$ cat src/core/led_collision_regs.vh
// register offsets, field positions, reset values and timing counts
`ifndef LED_COLLISION_REGS_VH
`define LED_COLLISION_REGS_VH

`define REG_ADDR_W 4
`define REG_DATA_W 8

`define REG_EVENT_STATUS 4'h0
`define REG_EVENT_MASK 4'h4
`define REG_LIVE_STATE 4'h8
`define REG_CONTROL 4'hC

`define EV_COLLISION 0
`define EV_FIFO_ERROR 1
`define EV_JABBER 2
`define EV_PARTITION 3
`define EV_W 4

`define LIVE_MODE_LO 0
`define LIVE_MODE_HI 1
`define LIVE_MODE_VALID 2
`define LIVE_LOCAL_COL 3
`define LIVE_SHARED_COL 4

`define CTRL_LED_EN 0
`define CTRL_BP_EN 1
`define CTRL_W 2
`define CTRL_RESET 2'h3
`define MASK_RESET 4'h0

`define CLK_MHZ 200
`define LED_SLOT_US 50000
`define LED_SLOT_CYCLES (`LED_SLOT_US * `CLK_MHZ)
`define STRAP_SETTLE_CYCLES 2'h2

`define LED_OUT_Z 2'h0
`define LED_OUT_HI 2'h1
`define LED_OUT_LO 2'h2

`endif

$ cat src/core/pin_sync.v
// two-flop synchroniser for a group of independent level inputs
`timescale 1ns/100ps
`include "led_collision_regs.vh"
module pin_sync #(
  parameter WIDTH = 4
) (
  input wire clk,
  input wire rst_n,
  input wire [WIDTH-1:0] din,
  output reg [WIDTH-1:0] dout
);

  reg [WIDTH-1:0] meta_q;

  // only the second stage may be read
  always @(posedge clk or negedge rst_n)
  begin
    if (!rst_n)
    begin
      meta_q <= {WIDTH{1'b0}};
      dout <= {WIDTH{1'b0}};
    end
    else
    begin
      meta_q <= din;
      dout <= meta_q;
    end
  end

endmodule

$ cat src/core/led_driver.v
// one three-state pulsed led driver, one pattern per condition
`timescale 1ns/100ps
`include "led_collision_regs.vh"
module led_driver (
  input wire clk,
  input wire rst_n,
  input wire slot_tick,
  input wire [1:0] slot_idx,
  input wire [5:1] cond,
  output reg led_o,
  output reg led_oe
);

  reg [2:0] sel_q;
  reg [2:0] sel_d;
  reg [1:0] drive;

  // ------------------------------------------------------------
  // pattern table
  // ------------------------------------------------------------
  function [1:0] pattern;
    input [2:0] sel;
    input [1:0] slot;
    begin
      case (sel)
        3'h1: pattern = slot[0] ? `LED_OUT_Z : `LED_OUT_HI;
        3'h2: pattern = slot[0] ? `LED_OUT_Z : `LED_OUT_LO;
        3'h3: pattern = slot[0] ? `LED_OUT_LO : `LED_OUT_HI;
        3'h4: pattern = slot[1] ? `LED_OUT_Z : `LED_OUT_HI;
        3'h5: pattern = slot[1] ? `LED_OUT_Z : `LED_OUT_LO;
        default: pattern = `LED_OUT_Z;
      endcase
    end
  endfunction

  // lowest numbered active condition owns the next frame
  always @*
  begin
    sel_d = 3'h0;
    if (cond[1])
      sel_d = 3'h1;
    else if (cond[2])
      sel_d = 3'h2;
    else if (cond[3])
      sel_d = 3'h3;
    else if (cond[4])
      sel_d = 3'h4;
    else if (cond[5])
      sel_d = 3'h5;
  end

  always @*
  begin
    drive = pattern(sel_q, slot_idx);
  end

  // condition latched per frame so a pattern is never cut mid-way
  always @(posedge clk or negedge rst_n)
  begin
    if (!rst_n)
    begin
      sel_q <= 3'h0;
      led_o <= 1'b0;
      led_oe <= 1'b0;
    end
    else
    begin
      if (slot_tick && slot_idx == 2'h3)
        sel_q <= sel_d;
      led_o <= (drive == `LED_OUT_HI);
      led_oe <= (drive != `LED_OUT_Z);
    end
  end

endmodule

$ cat src/core/repeater_led_collision_status.v
// collision detection, backplane collision signalling and led status drivers
// Function
// - a collision is declared when two or more ports receive at once or the attachment collision pair is active.
// - the local collision is signalled on the backplane port so all repeaters share one collision state.
// - the backplane collision line is open drain: only pulled low, never driven high.
// - seven led drivers: four twisted pair ports, the attachment port and two common outputs.
// - each led output switches among driven high, high impedance and driven low.
// - strap levels hi/lo select mode 0 for 00, 1 for 01, 2 for 10 and 3 for 11.
// - a low or floating strap reads as 0, so unconnected straps give mode 0.
// - the strap levels are captured at power-on or hardware reset.
// - mode 0 port leds show link, transmit, reversed polarity, receive, partitioned; attachment shows 2, 4, 5.
// - the common fault led shows collision as condition 3, and fifo error in mode 0 or jabber otherwise as condition 1.
// - mode 1 port leds show link and receive as 1 and 4; attachment shows receive as 4.
// - mode 2 port leds show link, partitioned, receive as 1, 2, 4; attachment shows 2 and 4.
// - mode 3 port leds show link, receive, partitioned as 1, 2, 3; attachment shows 2 and 3.
//
// The address map and the strobed register port were chosen for this implementation.
`timescale 1ns/100ps
`include "led_collision_regs.vh"
module repeater_led_collision_status #(
  parameter NUM_TP = 4,
  parameter SLOT_CYCLES = `LED_SLOT_CYCLES
) (
  input wire clk,
  input wire rst_b,
  input wire [NUM_TP:0] port_rx_active,
  input wire [NUM_TP-1:0] tp_link_pulse,
  input wire [NUM_TP-1:0] tp_polarity_reversed,
  input wire [NUM_TP:0] port_tx_packet,
  input wire [NUM_TP:0] port_rx_packet,
  input wire [NUM_TP:0] port_partitioned,
  input wire fifo_error,
  input wire jabber_lockup_indication,
  input wire attachment_collision_pair,
  input wire led_mode_strap_hi,
  input wire led_mode_strap_lo,
  input wire backplane_collision_line_i,
  output wire backplane_collision_line_o,
  output reg backplane_collision_line_oe,
  output wire [NUM_TP-1:0] twisted_pair_port_led_o,
  output wire [NUM_TP-1:0] twisted_pair_port_led_oe,
  output wire attachment_port_led_o,
  output wire attachment_port_led_oe,
  output wire common_fault_led_o,
  output wire common_fault_led_oe,
  output wire common_activity_led_o,
  output wire common_activity_led_oe,
  output reg local_collision,
  output reg shared_collision,
  input wire [`REG_ADDR_W-1:0] reg_addr,
  input wire [`REG_DATA_W-1:0] reg_wdata,
  input wire reg_wr,
  input wire reg_rd,
  output reg [`REG_DATA_W-1:0] reg_rdata,
  output reg irq
);

  // ------------------------------------------------------------
  // reset release
  // ------------------------------------------------------------
  reg [1:0] rst_sync_q;
  wire rst_n;

  always @(posedge clk or negedge rst_b)
  begin
    if (!rst_b)
      rst_sync_q <= 2'h0;
    else
      rst_sync_q <= {rst_sync_q[0], 1'b1};
  end

  assign rst_n = rst_sync_q[1];

  // ------------------------------------------------------------
  // pin synchronisers
  // ------------------------------------------------------------
  wire [3:0] pins_s;
  wire strap_hi_s;
  wire strap_lo_s;
  wire aui_col_s;
  wire bp_low_s;

  pin_sync #(
    .WIDTH(4)
  ) u_pin_sync (
    .clk(clk),
    .rst_n(rst_n),
    .din({!backplane_collision_line_i, attachment_collision_pair,
          led_mode_strap_hi, led_mode_strap_lo}),
    .dout(pins_s)
  );

  assign strap_lo_s = pins_s[0];
  assign strap_hi_s = pins_s[1];
  assign aui_col_s = pins_s[2];
  assign bp_low_s = pins_s[3];

  // ------------------------------------------------------------
  // strap capture
  // ------------------------------------------------------------
  // straps are caught once after release, when the synchroniser has
  // filled; a mode change needs a new hardware reset
  reg [1:0] settle_q;
  reg [1:0] led_mode_q;
  reg mode_valid_q;

  always @(posedge clk or negedge rst_n)
  begin
    if (!rst_n)
    begin
      settle_q <= 2'h0;
      led_mode_q <= 2'h0;
      mode_valid_q <= 1'b0;
    end
    else if (!mode_valid_q)
    begin
      if (settle_q == `STRAP_SETTLE_CYCLES)
      begin
        led_mode_q <= {strap_hi_s, strap_lo_s};
        mode_valid_q <= 1'b1;
      end
      else
        settle_q <= settle_q + 2'h1;
    end
  end

  // ------------------------------------------------------------
  // collision detection
  // ------------------------------------------------------------
  reg [2:0] rx_count;
  reg local_col_d;
  reg [`CTRL_W-1:0] ctrl_q;
  integer k;

  always @*
  begin
    rx_count = 3'h0;
    for (k = 0; k <= NUM_TP; k = k + 1)
      rx_count = rx_count + {2'h0, port_rx_active[k]};
    local_col_d = (rx_count >= 3'h2) || aui_col_s;
  end

  assign backplane_collision_line_o = 1'b0;

  always @(posedge clk or negedge rst_n)
  begin
    if (!rst_n)
    begin
      local_collision <= 1'b0;
      shared_collision <= 1'b0;
      backplane_collision_line_oe <= 1'b0;
    end
    else
    begin
      local_collision <= local_col_d;
      // pull low only; the shared pull-up gives the released level
      backplane_collision_line_oe <= local_col_d && ctrl_q[`CTRL_BP_EN];
      // line inverted ahead of the sync so its reset value reads as released, not collision
      shared_collision <= local_col_d || bp_low_s;
    end
  end

  // ------------------------------------------------------------
  // led condition mapping
  // ------------------------------------------------------------
  function [5:1] port_cond;
    input [1:0] mode;
    input link;
    input tx;
    input pol;
    input rx;
    input part;
    begin
      case (mode)
        2'h0: port_cond = {part, rx, pol, tx, link};
        2'h1: port_cond = {1'b0, rx, 1'b0, 1'b0, link};
        2'h2: port_cond = {1'b0, rx, 1'b0, part, link};
        default: port_cond = {1'b0, 1'b0, part, rx, link};
      endcase
    end
  endfunction

  wire leds_on;
  wire [5:1] fault_cond;
  wire [5:1] activity_cond;
  wire [5:1] led_cond [0:NUM_TP+2];

  assign leds_on = mode_valid_q && ctrl_q[`CTRL_LED_EN];
  assign fault_cond = {1'b0, 1'b0, shared_collision, 1'b0,
                       (led_mode_q == 2'h0) ? fifo_error : jabber_lockup_indication};
  assign activity_cond = {1'b0, |port_rx_packet, 1'b0, |port_tx_packet, 1'b0};

  genvar g;
  generate
    for (g = 0; g < NUM_TP; g = g + 1)
    begin : g_tp_cond
      assign led_cond[g] = leds_on ? port_cond(led_mode_q, tp_link_pulse[g],
        port_tx_packet[g], tp_polarity_reversed[g], port_rx_packet[g],
        port_partitioned[g]) : 5'h00;
    end
  endgenerate

  // the attachment port has no link pulse or polarity condition
  assign led_cond[NUM_TP] = leds_on ? port_cond(led_mode_q, 1'b0, port_tx_packet[NUM_TP],
    1'b0, port_rx_packet[NUM_TP], port_partitioned[NUM_TP]) : 5'h00;
  assign led_cond[NUM_TP+1] = leds_on ? fault_cond : 5'h00;
  assign led_cond[NUM_TP+2] = leds_on ? activity_cond : 5'h00;

  // ------------------------------------------------------------
  // led slot timer
  // ------------------------------------------------------------
  // one shared timer keeps all seven drivers in phase
  reg [31:0] slot_cnt_q;
  reg slot_tick_q;
  reg [1:0] slot_idx_q;

  always @(posedge clk or negedge rst_n)
  begin
    if (!rst_n)
    begin
      slot_cnt_q <= 32'h0000_0000;
      slot_tick_q <= 1'b0;
      slot_idx_q <= 2'h0;
    end
    else
    begin
      slot_tick_q <= 1'b0;
      if (slot_cnt_q == SLOT_CYCLES - 1)
      begin
        slot_cnt_q <= 32'h0000_0000;
        slot_tick_q <= 1'b1;
      end
      else
        slot_cnt_q <= slot_cnt_q + 32'h0000_0001;
      if (slot_tick_q)
        slot_idx_q <= slot_idx_q + 2'h1;
    end
  end

  // ------------------------------------------------------------
  // led drivers
  // ------------------------------------------------------------
  wire [NUM_TP+2:0] led_o_all;
  wire [NUM_TP+2:0] led_oe_all;

  generate
    for (g = 0; g <= NUM_TP + 2; g = g + 1)
    begin : g_led
      led_driver u_led_driver (
        .clk(clk),
        .rst_n(rst_n),
        .slot_tick(slot_tick_q),
        .slot_idx(slot_idx_q),
        .cond(led_cond[g]),
        .led_o(led_o_all[g]),
        .led_oe(led_oe_all[g])
      );
    end
  endgenerate

  assign twisted_pair_port_led_o = led_o_all[NUM_TP-1:0];
  assign twisted_pair_port_led_oe = led_oe_all[NUM_TP-1:0];
  assign attachment_port_led_o = led_o_all[NUM_TP];
  assign attachment_port_led_oe = led_oe_all[NUM_TP];
  assign common_fault_led_o = led_o_all[NUM_TP+1];
  assign common_fault_led_oe = led_oe_all[NUM_TP+1];
  assign common_activity_led_o = led_o_all[NUM_TP+2];
  assign common_activity_led_oe = led_oe_all[NUM_TP+2];

  // ------------------------------------------------------------
  // events
  // ------------------------------------------------------------
  reg col_prev_q;
  reg fifo_prev_q;
  reg jab_prev_q;
  reg part_prev_q;
  wire [`EV_W-1:0] events;

  always @(posedge clk or negedge rst_n)
  begin
    if (!rst_n)
    begin
      col_prev_q <= 1'b0;
      fifo_prev_q <= 1'b0;
      jab_prev_q <= 1'b0;
      part_prev_q <= 1'b0;
    end
    else
    begin
      col_prev_q <= shared_collision;
      fifo_prev_q <= fifo_error;
      jab_prev_q <= jabber_lockup_indication;
      part_prev_q <= |port_partitioned;
    end
  end

  assign events = {(|port_partitioned) && !part_prev_q,
                   jabber_lockup_indication && !jab_prev_q,
                   fifo_error && !fifo_prev_q,
                   shared_collision && !col_prev_q};

  // ------------------------------------------------------------
  // register file
  // ------------------------------------------------------------
  reg [`EV_W-1:0] status_q;
  reg [`EV_W-1:0] status_d;
  reg [`EV_W-1:0] mask_q;
  reg [`REG_DATA_W-1:0] rdata_d;

  always @*
  begin
    status_d = status_q;
    if (reg_wr && reg_addr == `REG_EVENT_STATUS)
      status_d = status_q & ~reg_wdata[`EV_W-1:0];
    // a new event outranks a clear in the same cycle
    status_d = status_d | events;
  end

  always @*
  begin
    rdata_d = {`REG_DATA_W{1'b0}};
    if (reg_addr == `REG_EVENT_STATUS)
      rdata_d[`EV_W-1:0] = status_q;
    else if (reg_addr == `REG_EVENT_MASK)
      rdata_d[`EV_W-1:0] = mask_q;
    else if (reg_addr == `REG_LIVE_STATE)
      rdata_d[`LIVE_SHARED_COL:0] = {shared_collision, local_collision, mode_valid_q,
                                     led_mode_q};
    else if (reg_addr == `REG_CONTROL)
      rdata_d[`CTRL_W-1:0] = ctrl_q;
  end

  always @(posedge clk or negedge rst_n)
  begin
    if (!rst_n)
    begin
      status_q <= {`EV_W{1'b0}};
      mask_q <= `MASK_RESET;
      ctrl_q <= `CTRL_RESET;
      reg_rdata <= {`REG_DATA_W{1'b0}};
      irq <= 1'b0;
    end
    else
    begin
      status_q <= status_d;
      if (reg_wr && reg_addr == `REG_EVENT_MASK)
        mask_q <= reg_wdata[`EV_W-1:0];
      if (reg_wr && reg_addr == `REG_CONTROL)
        ctrl_q <= reg_wdata[`CTRL_W-1:0];
      reg_rdata <= reg_rd ? rdata_d : {`REG_DATA_W{1'b0}};
      irq <= |(status_d & mask_q);
    end
  end

endmodule

$ cat config.mk
export PLATFORM = sky130hd
export DESIGN_NAME = repeater_led_collision_status
export DESIGN_NICKNAME = d
export VERILOG_FILES = /design/src/core/pin_sync.v /design/src/core/led_driver.v /design/src/core/repeater_led_collision_status.v
export VERILOG_INCLUDE_DIRS = /design/src /design/src/core
export SDC_FILE = /design/constraint.sdc
export NUM_CORES = 1
export LEC_CHECK = 0
export BUFFER_PORTS_ARGS = -buffer_cell sky130_fd_sc_hd__buf_4
export CORE_ASPECT_RATIO = 1.1
export CORE_UTILIZATION = 30
export CTS_CLUSTER_SIZE = 24
export DETAILED_ROUTE_END_ITERATION = 16
export GPL_TIMING_DRIVEN = 0
export MAX_ROUTING_LAYER = met4
export PLACE_DENSITY_LB_ADDON = 0.15
export SYNTH_ARGS = -nofsm -noshare
export SYNTH_HDL_FRONTEND = slang
export SYNTH_SLANG_ARGS = --single-unit
$ cat constraint.sdc
create_clock -name clk -period 5.9 [get_ports clk]
set_input_delay 1.18 -clock clk [delete_from_list [all_inputs] [get_ports clk]]
set_output_delay 1.18 -clock clk [all_outputs]
set_load 0.05 [all_outputs]
==> metrics.md, run 1 <==
| Metric | Value |
|---|---|
| Setup TNS | 0 ps |
| Slew headroom | 0.310 |
| Crit path kind | primary input to register |
| Number of synthesized flops with an enable pin | 0 |
| Max-Cap Viols | 0 |
| Setup-failing EPs final | 0 |
| Clock Skews | 7.79 ps |
| Post-route ant nets | 0 |
| Status | complete, no violations |
| Clock root cell | clkbuf_16 |
| Vias in the first global route | 3,876 |
| Reg-to-reg slack, setup | 3690 ps |
| Std-Cell Rows | 48 |
| Tmin final | 2460 ps |
| Worst-Skew Late Latency | 350 ps |
| CTS Buffer Depth | 2 |
| Drt wl/cell | 15.3 um |
| Largest net degree at the start of global routing | 64 |
| Combinational power share | 0.091 |
| Post-synthesis register bit count | 106 |
| Final hold viol count | 0 |
| Detailed-route via count | 3,835 |
| Placed insts | 747 |
| Syn Inst Count | 475 |
| Final Net Count | 615 |
| IO Port Bufs | 68 |
| Worst Path Max Fanout | 10 |
| Routed WL | 11.7 mm |
| Ys flop type | dfrtp_1 |
| Area Growth Syn to Fin | 22.5% |
| Count leader, synth | dfrtp_1 |
| Maximum vdd ir drop | 0.000145 V |
| DIE AREA | 16,900 sq um |
| Register area | 2660 sq um |
| PwrDens | 255 nW/um^2 |
| RSZ-0062 raised after global routing | no |
| Pint | 1.16 mW |
| Net switching power | 0.368 mW |
| Remaining global-route overflow | 0 |
| Yosys top cell area share | 0.530 |
| Placement Cell Area | 5710 sq um |
| FILL cells | 1,611 |
| Setup crit end kind | register |
| Initial Utilization | 0.309 |
| Worst path arrival time | 2740 ps |
| Hpwl dp | 8.46 mm |
| Final Non-Filler Cells | 763 |
| CTS buffer count | 9 |
| H-Tree Level Count | 3 |
| FMAX | 407 MHz |
| RD Place Congestion | 0.815 |
| Setup Slack @ Placement | 3130 ps |
| Die extent in y | 136 um |
| Post-CTS Setup Repair Bufs | 0 |
| Clock transition at path regs | 70 ps |
| Share of cells above drive strength 1 | 0.211 |
| Sw Share | 0.240 |
| Critical Path RT | 6190 ps |
| Core Region | 15,900 sq um |
| Worst slew pin tran | 1030 ps |
| Area of the multi-input gates | 2060 sq um |
| Post-Syn Area | 4910 sq um |
| IO Pins | 77 |
| Clk pwr share | 0.405 |
| Startpoint Class | primary input |
| Final Max Slew Viols | 0 |
| Ranking of synthesized cells by area | dfrtp_1, o21ai_0, nand2_1 |
| Syn_area_per_cell | 10.3 sq um |
| Post-synth cell types | 54 |
| Async S/R FF share, synth | 1.00 |
| Iteration-0 DRC Markers | 261 |
| Tot GR Track Use | 0.154 |
| Reg power frac | 0.504 |
| Most frequent cells after synthesis | dfrtp_1, nand2_1, nor2_1, o21ai_0, nand3_1 |
| Initial antenna violation count | 0 |
| Die width | 124 um |
| Min Hold Slack | 337 ps |
| Hold-fix buffers at CTS | 0 |
| Clock sink total | 106 |
| Setup WS post-layout | 3440 ps |
| Final worst path period share | 0.416 |
| Post-synthesis sequential area ratio | 0.541 |
| First-pass GRT wire length | 19.2 mm |
| Ys Warns | 0 |
| DRT Pass-1 Iters | 4 |
| Leak | 2.72 nW |
| N_diodes | 0 |
| Residual DRC | 0 |
| Vias per cell | 5.03 |
| Worst Hold Class | register to async pin |
| Design Area, Final | 6010 sq um |
| PostCTS Resize Cnt | 0 |
| CTS tree | yes |
| Largest area contributor in the netlist | dfrtp_1 |
## area by class of cell
class | instances | area share
flip-flops and latches | 106 | 0.442
multi-input cells | 331 | 0.342
repair buffers | 69 | 0.0895
clock buffers | 14 | 0.0439
well taps | 200 | 0.0416
plain buffers | 23 | 0.0227
inverters | 18 | 0.0112
clock inverters | 2 | 0.00624
## sequential cells by signal, indices dropped and copies added, names as in the netlist, 4 cells and up
| register | cells |
|---|---|
| reg_rdata | 5 |
| u_pin_sync.dout | 4 |
| slot_cnt_q | 32 |
| g_led.u_led_driver.led_o | 7 |
| g_led.u_led_driver.pattern.sel | 19 |
| u_pin_sync.meta_q | 4 |
| mask_q | 4 |
| g_led.u_led_driver.led_oe | 7 |
| status_q | 4 |
## critical path: stages
cell and delay (ps):
buf_4 130, nor3_1 830, a22oi_1 220, o21ai_0 220, and2_1 160
## cell usage in the layout (no fill, tap or decap), types with 15 or more instances in the layout
master	Yosys	layout
inv_1	17	17
o21ai_0	32	32
a21oi_1	25	25
buf_4	13	81
nor2_1	37	37
nor3_1	15	15
nand3_1	26	26
dfrtp_1	104	103
xnor2_1	15	15
nand2_1	39	39
## worst paths after layout
check / depth (start not counted) / endpoint / from
setup / recovery: 5 / reg_rdata[3] / reg_addr[1]
hold / removal: 0 / slot_cnt_q[9] / rst_sync_q[1]
setup reg to reg: 5 / g_led[4].u_led_driver.pattern.sel[0] / slot_idx_q[1]
hold reg to reg: 0 / slot_cnt_q[9] / rst_sync_q[1]
max in group asynchronous: 1 / ctrl_q[0] / rst_sync_q[1]
min in group clk: 0 / u_pin_sync.dout[3] / u_pin_sync.meta_q[3]
## logic make-up after synthesis
family | after synthesis | share of synthesized area
other | 2 | 0.00153
buffers and inverters | 41 | 0.0416
AO/OA/AOI/OAI | 104 | 0.135
XOR/XNOR | 26 | 0.0479
flip-flops | 106 | 0.541
multiplexers | 12 | 0.0273
adder cells (fa/ha/maj) | 8 | 0.0214
AND/OR/NAND/NOR | 176 | 0.184
## power groups by stage
stage          Clock, mW  Sequential (mW)  Combinational (mW)
2_1_floorplan          0            0.805              0.0551
3_3_place_gp           0            0.794               0.129
3_5_place_dp           0            0.787               0.140
4_1_cts            0.634            0.773               0.141
5_1_grt            0.667            0.776               0.153
6_report           0.620            0.772               0.139
## stage by stage
step                power (mW)   util
finish                    1.53  0.379
global route              1.60  0.379
CTS                       1.55  0.379
detailed placement       0.927  0.360
global placement         0.923  0.358
floorplan                0.860      -
## layer usage
| metal | share of wire | GRT usage | vias up |
|---|---|---|---|
| met2 | 0.48 | 0.236 | 80 |
| met1 | 0.46 | 0.199 | 1880 |
| li1 | - | - | 1853 |
| met3 | 0.036 | 0.0231 | 22 |
| met4 | 0.025 | 0.0701 | 0 |
| met5 | 0 | - | - |
(Power assumes the default switching activity.)
==> inputs of run 2 (changes only) <==
- ABC_AREA: default -> 1
- clock period: 5.9 -> 2.45 ns (I/O delays scaled with it)
==> metrics.md, run 2 <==
| Metric | Value |
|---|---|
| Status | complete, no violations |
| H-Tree Level Count | 3 |
| Clock root cell | clkbuf_16 |
| IO Pins | 77 |
| Tmin final | 1720 ps |
| Residual DRC | 0 |
| Final Non-Filler Cells | 1,027 |
| Syn Inst Count | 700 |
| Drt wl/cell | 13.4 um |
| Clock Skews | 9.55 ps |
| Setup crit end kind | register |
| CTS tree | yes |
| CTS buffer count | 9 |
| Hpwl dp | 10.8 mm |
| R2R cell count | 7 |
| Leak | 3.27 nW |
| Worst Path Max Fanout | 3 |
| Clock sink total | 106 |
| WHS Path Cells | 1 |
| DIE AREA | 19,000 sq um |
| Area Growth Syn to Fin | 20.6% |
| Post-route ant nets | 0 |
| Tot GR Track Use | 0.163 |
| Std-Cell Rows | 51 |
| Most frequent cells after synthesis | nand2_1, dfrtp_1, inv_1, nor2_1, nand3_1 |
| Worst-Skew Late Latency | 350 ps |
| Post-synthesis register bit count | 106 |
| Yosys top cell area share | 0.471 |
| Iteration-0 DRC Markers | 293 |
| RD Place Congestion | 0.862 |
| Post-synth cell types | 37 |
| Setup-failing EPs final | 0 |
| Worst slew pin tran | 637 ps |
| Startpoint Class | primary input |
| Die extent in y | 144 um |
| Ys Warns | 0 |
| Number of synthesized flops with an enable pin | 0 |
| CTS Buffer Depth | 2 |
| FMAX | 580 MHz |
| FILL cells | 1,919 |
| Worst path arrival time | 1960 ps |
| Max-Cap Viols | 0 |
| Async S/R FF share, synth | 1.00 |
| Post-CTS Setup Repair Bufs | 0 |
| Commonest cells after routing, fill and taps aside | nand2_1, dfrtp_1, inv_1 |
| Maximum vdd ir drop | 0.000328 V |
| Max reg flops | 32 |
| Post-Syn Area | 5530 sq um |
| PwrDens | 549 nW/um^2 |
| Core Region | 17,900 sq um |
| Detailed-route via count | 4,646 |
| Share of cells above drive strength 1 | 0.184 |
| Ranking of synthesized cells by area | dfrtp_1, nand2_1, inv_1 |
| Initial antenna violation count | 0 |
| Most common cell after layout, fill and taps aside | nand2_1 |
| Largest net degree at the start of global routing | 60 |
| RSZ-0062 raised after global routing | no |
| First-pass GRT wire length | 23.5 mm |
| Vias per cell | 4.52 |
| Placed insts | 1,010 |
| Syn_area_per_cell | 7.90 sq um |
| Count leader, synth | nand2_1 |
| Final Net Count | 841 |
| Crit path kind | primary input to register |
| Clock transition at path regs | 70 ps |
| DRT Pass-1 Iters | 5 |
| Critical Path RT | 2690 ps |
| Ys flop type | dfrtp_1 |
| N_diodes | 0 |
| Worst Hold Class | primary input to register |
| Largest area contributor in the netlist | dfrtp_1 |
| Slew headroom | 0.575 |
| Remaining global-route overflow | 0 |
| IO Port Bufs | 68 |
| Vias in the first global route | 4,855 |
| Routed WL | 13.8 mm |
| Final Max Slew Viols | 0 |
| Die width | 131 um |
| Final worst path period share | 0.703 |
| Post-synthesis sequential area ratio | 0.480 |
| Setup TNS | 0 ps |
| Biggest register | slot_cnt_q |
| Initial Utilization | 0.309 |
| Final hold viol count | 0 |
==> run 2: per-layer routing <==
layer	vias to the layer above	routed length, um	global-route usage
met3	14	387	0.0189
met2	96	6740	0.283
met1	2178	6420	0.195
met4	0	229	0.0630
met5	-	0	-
li1	2358	-	-
==> run 2: kinds of logic after synthesis <==
group,after synthesis,share of synthesized area
AO/OA/AOI/OAI,59,0.0589
other,2,0.00136
AND/OR/NAND/NOR,377,0.307
multiplexers,3,0.00611
flip-flops,106,0.480
adder cells (fa/ha/maj),7,0.0172
buffers and inverters,125,0.0960
XOR/XNOR,21,0.0333
==> run 2: per-stage QoR <==
step	area (sq um)	util	power (mW)	setup WS, ps	hold WS [ps]
2_1_floorplan	5540	-	2.13	528	194
3_3_place_gp	6350	0.355	2.29	-15.1	272
3_5_place_dp	6380	0.357	2.30	358	273
4_1_cts	6670	0.373	3.72	738	225
5_1_grt	6670	0.373	3.84	614	225
6_report	6670	0.373	3.66	726	237
==> run 2: layout make-up <==
| type | instances | area (sq um) | share of cell area |
|---|---|---|---|
| flip-flops and latches | 106 | 2660 | 0.399 |
| inverters | 106 | 398 | 0.0597 |
| clock buffers | 10 | 229 | 0.0343 |
| multi-input cells | 472 | 2350 | 0.353 |
| well taps | 238 | 298 | 0.0447 |
| repair buffers | 70 | 548 | 0.0822 |
| clock inverters | 6 | 50.0 | 0.00751 |
| plain buffers | 19 | 133 | 0.0199 |
==> run 2: worst paths after layout <==
| check | from | endpoint | slack [ps] |
|---|---|---|---|
| max in group asynchronous | rst_sync_q[1] | ctrl_q[0] | 1330 |
| hold / removal | attachment_collision_pair | u_pin_sync.meta_q[2] | 240 |
| setup / recovery | port_rx_active[0] | shared_collision | 730 |
| setup reg to reg | slot_cnt_q[0] | slot_cnt_q[12] | 800 |
| min in group asynchronous | rst_sync_q[1] | g_led[2].u_led_driver.pattern.sel[1] | 350 |
| hold reg to reg | rst_sync_q[1] | g_led[2].u_led_driver.pattern.sel[1] | 350 |
==> run 2: repair_timing <==
item	CTS	global route
endpoints found under the hold margin	2	0
hold buffers	1	0
gates resized for setup	0	0
==> run 2: power by group <==
group	total [mW]	switching, mW	leakage (nW)	internal [mW]
Sequential	1.86	0.0541	1.27	1.81
Clock	1.40	0.692	0.135	0.706
Combinational	0.397	0.248	1.86	0.149
Total	3.66	0.994	3.27	2.66
==> run 2: worst max-delay path, cell delays in order <==
cell	delay, ps
buf_4	80
inv_1	40
fa_1	520
inv_1	40
ha_1	170
nor2_1	100
nand2_1	50
a21oi_1	120
inv_1	80
or2_2	270
==> inputs of run 3 (changes only) <==
- ABC_AREA: 1 -> 0
- clock period: 2.45 -> 1.55 ns (I/O delays scaled with it)
==> metrics.md, run 3 (synthesis gave the netlist of run 1 again) <==
| Metric | Value |
|---|---|
| Status | complete, but fails checks |
| Failing checks | setup timing |
| Clock Skews | 8.62 ps |
| Setup-failing EPs final | 26 |
| Remaining global-route overflow | 0 |
| Final Non-Filler Cells | 787 |
| N_diodes | 0 |
| Bufs and invs on worst path | 0 |
| Clock sink total | 106 |
| Leak | 2.93 nW |
| Clock root cell | clkbuf_16 |
| First-pass GRT wire length | 20.2 mm |
| Residual DRC | 0 |
| DIE AREA | 16,900 sq um |
| Max incr delay on CP | 510 ps |
| CP top delay family | simple AND/OR/NAND/NOR gates |
| Final design utilization | 0.405 |
| Critical Path RT | 1780 ps |
| Final worst path period share | 1.22 |
| Placed insts | 746 |
| Iteration-0 DRC Markers | 249 |
| Max reg flops | 32 |
| Worst Path Max Fanout | 6 |
| Worst-Skew Late Latency | 350 ps |
| Worst slew pin tran | 784 ps |
| CTS tree | yes |
| Tot GR Track Use | 0.161 |
| Startpoint Class | register |
| Die extent in y | 136 um |
| CTS buffer count | 9 |
| Hpwl dp | 8.28 mm |
| Most used cell, CP | or4_4 |
| Total power | 5.97 mW |
| RD Place Congestion | 0.863 |
| PwrDens | 928 nW/um^2 |
| Vias per cell | 5.04 |
| FILL cells | 1,551 |
| Worst path arrival time | 2130 ps |
| Detailed-route via count | 3,969 |
| CTS Buffer Depth | 2 |
| Vias in the first global route | 4,058 |
| Commonest cells after routing, fill and taps aside | buf_4, dfrtp_1, nand2_1 |
| DRT Pass-1 Iters | 4 |
| Initial antenna violation count | 0 |
| Routed WL | 12.1 mm |
| FMAX | 527 MHz |
| Crit path cell chain | ha_4 -> nand2_8 -> or4_4 -> or4_4 -> xnor2_2 |
| Clock transition at path regs | 70 ps |
| Std-Cell Rows | 48 |
| IO Pins | 77 |
| Die width | 124 um |
| Slew headroom | 0.477 |
| IO Port Bufs | 68 |
| Slowest library cell on the worst path | or4_4 |
| Biggest register | slot_cnt_q |
| Final hold viol count | 0 |
| Min Hold Slack | 67.8 ps |
| Share of cells above drive strength 1 | 0.305 |
| Setup Slack @ Placement | -680 ps |
| Area Growth Syn to Fin | 31.0% |
| Largest net degree at the start of global routing | 54 |
| Most common cell after layout, fill and taps aside | buf_4 |
| Tmin final | 1900 ps |
| Setup crit end kind | register |
| H-Tree Level Count | 3 |
| Worst Hold Class | primary input to register |
| Final Net Count | 639 |
| Maximum vdd ir drop | 0.000564 V |
| Initial Utilization | 0.309 |
| Crit path kind | register to register |
| Setup WS post-layout | -349 ps |
| RSZ-0062 raised after global routing | yes |
| Max-Cap Viols | 0 |
| Post-route ant nets | 0 |
| Reg-to-reg slack, setup | -350 ps |
| Drt wl/cell | 15.4 um |
| Core Region | 15,900 sq um |
| Final Max Slew Viols | 0 |
[run 3: through the flow]
stage	TNS [ps]	instance area, sq um
after floorplan	-1580	4950
after global placement	-19760	5710
after detailed placement	-24930	5710
after CTS	-6320	6200
after global routing	-8100	6430
final	-5060	6430
[run 3: final cells by class]
class	count	area, sq um	share of cell area
timing repair buffer	94	732	0.114
buffer	22	165	0.0257
clock inverter	5	77.6	0.0121
inverter	18	67.6	0.0105
sequential	106	2670	0.415
multi-input combinational	331	2220	0.346
clock buffer	11	243	0.0378
tap	200	250	0.0389
[run 3: worst paths after layout]
kind	from	depth (start not counted)	end
worst max register to register	slot_cnt_q[0]	5	slot_cnt_q[22]
min in group asynchronous	rst_b	2	rst_sync_q[1]
worst max-delay path	slot_cnt_q[0]	5	slot_cnt_q[22]
worst min-delay path	attachment_collision_pair	1	u_pin_sync.meta_q[2]
worst min register to register	u_pin_sync.meta_q[1]	0	u_pin_sync.dout[1]
max in group asynchronous	rst_sync_q[1]	1	ctrl_q[0]
[run 3: power breakdown]
part           leakage [nW]  internal [mW]  total [mW]  switching [mW]
Combinational          1.45          0.231       0.538           0.307
Sequential             1.33           2.86        2.95          0.0890
Clock                 0.156           1.46        2.48            1.02
[run 3: per-layer routing]
| metal | track usage | routed length (um) |
|---|---|---|
| met3 | 0.0247 | 489 |
| met4 | 0.0827 | 235 |
| met5 | - | 0 |
| met2 | 0.252 | 5910 |
| met1 | 0.202 | 5520 |
[run 3: repair_timing]
action,in CTS,in global routing
gates resized for setup,22,28
hold buffers,1,0
setup endpoints to repair,148,42
hold endpoints to repair,2,0
setup buffers,10,15
pin swaps,1,6
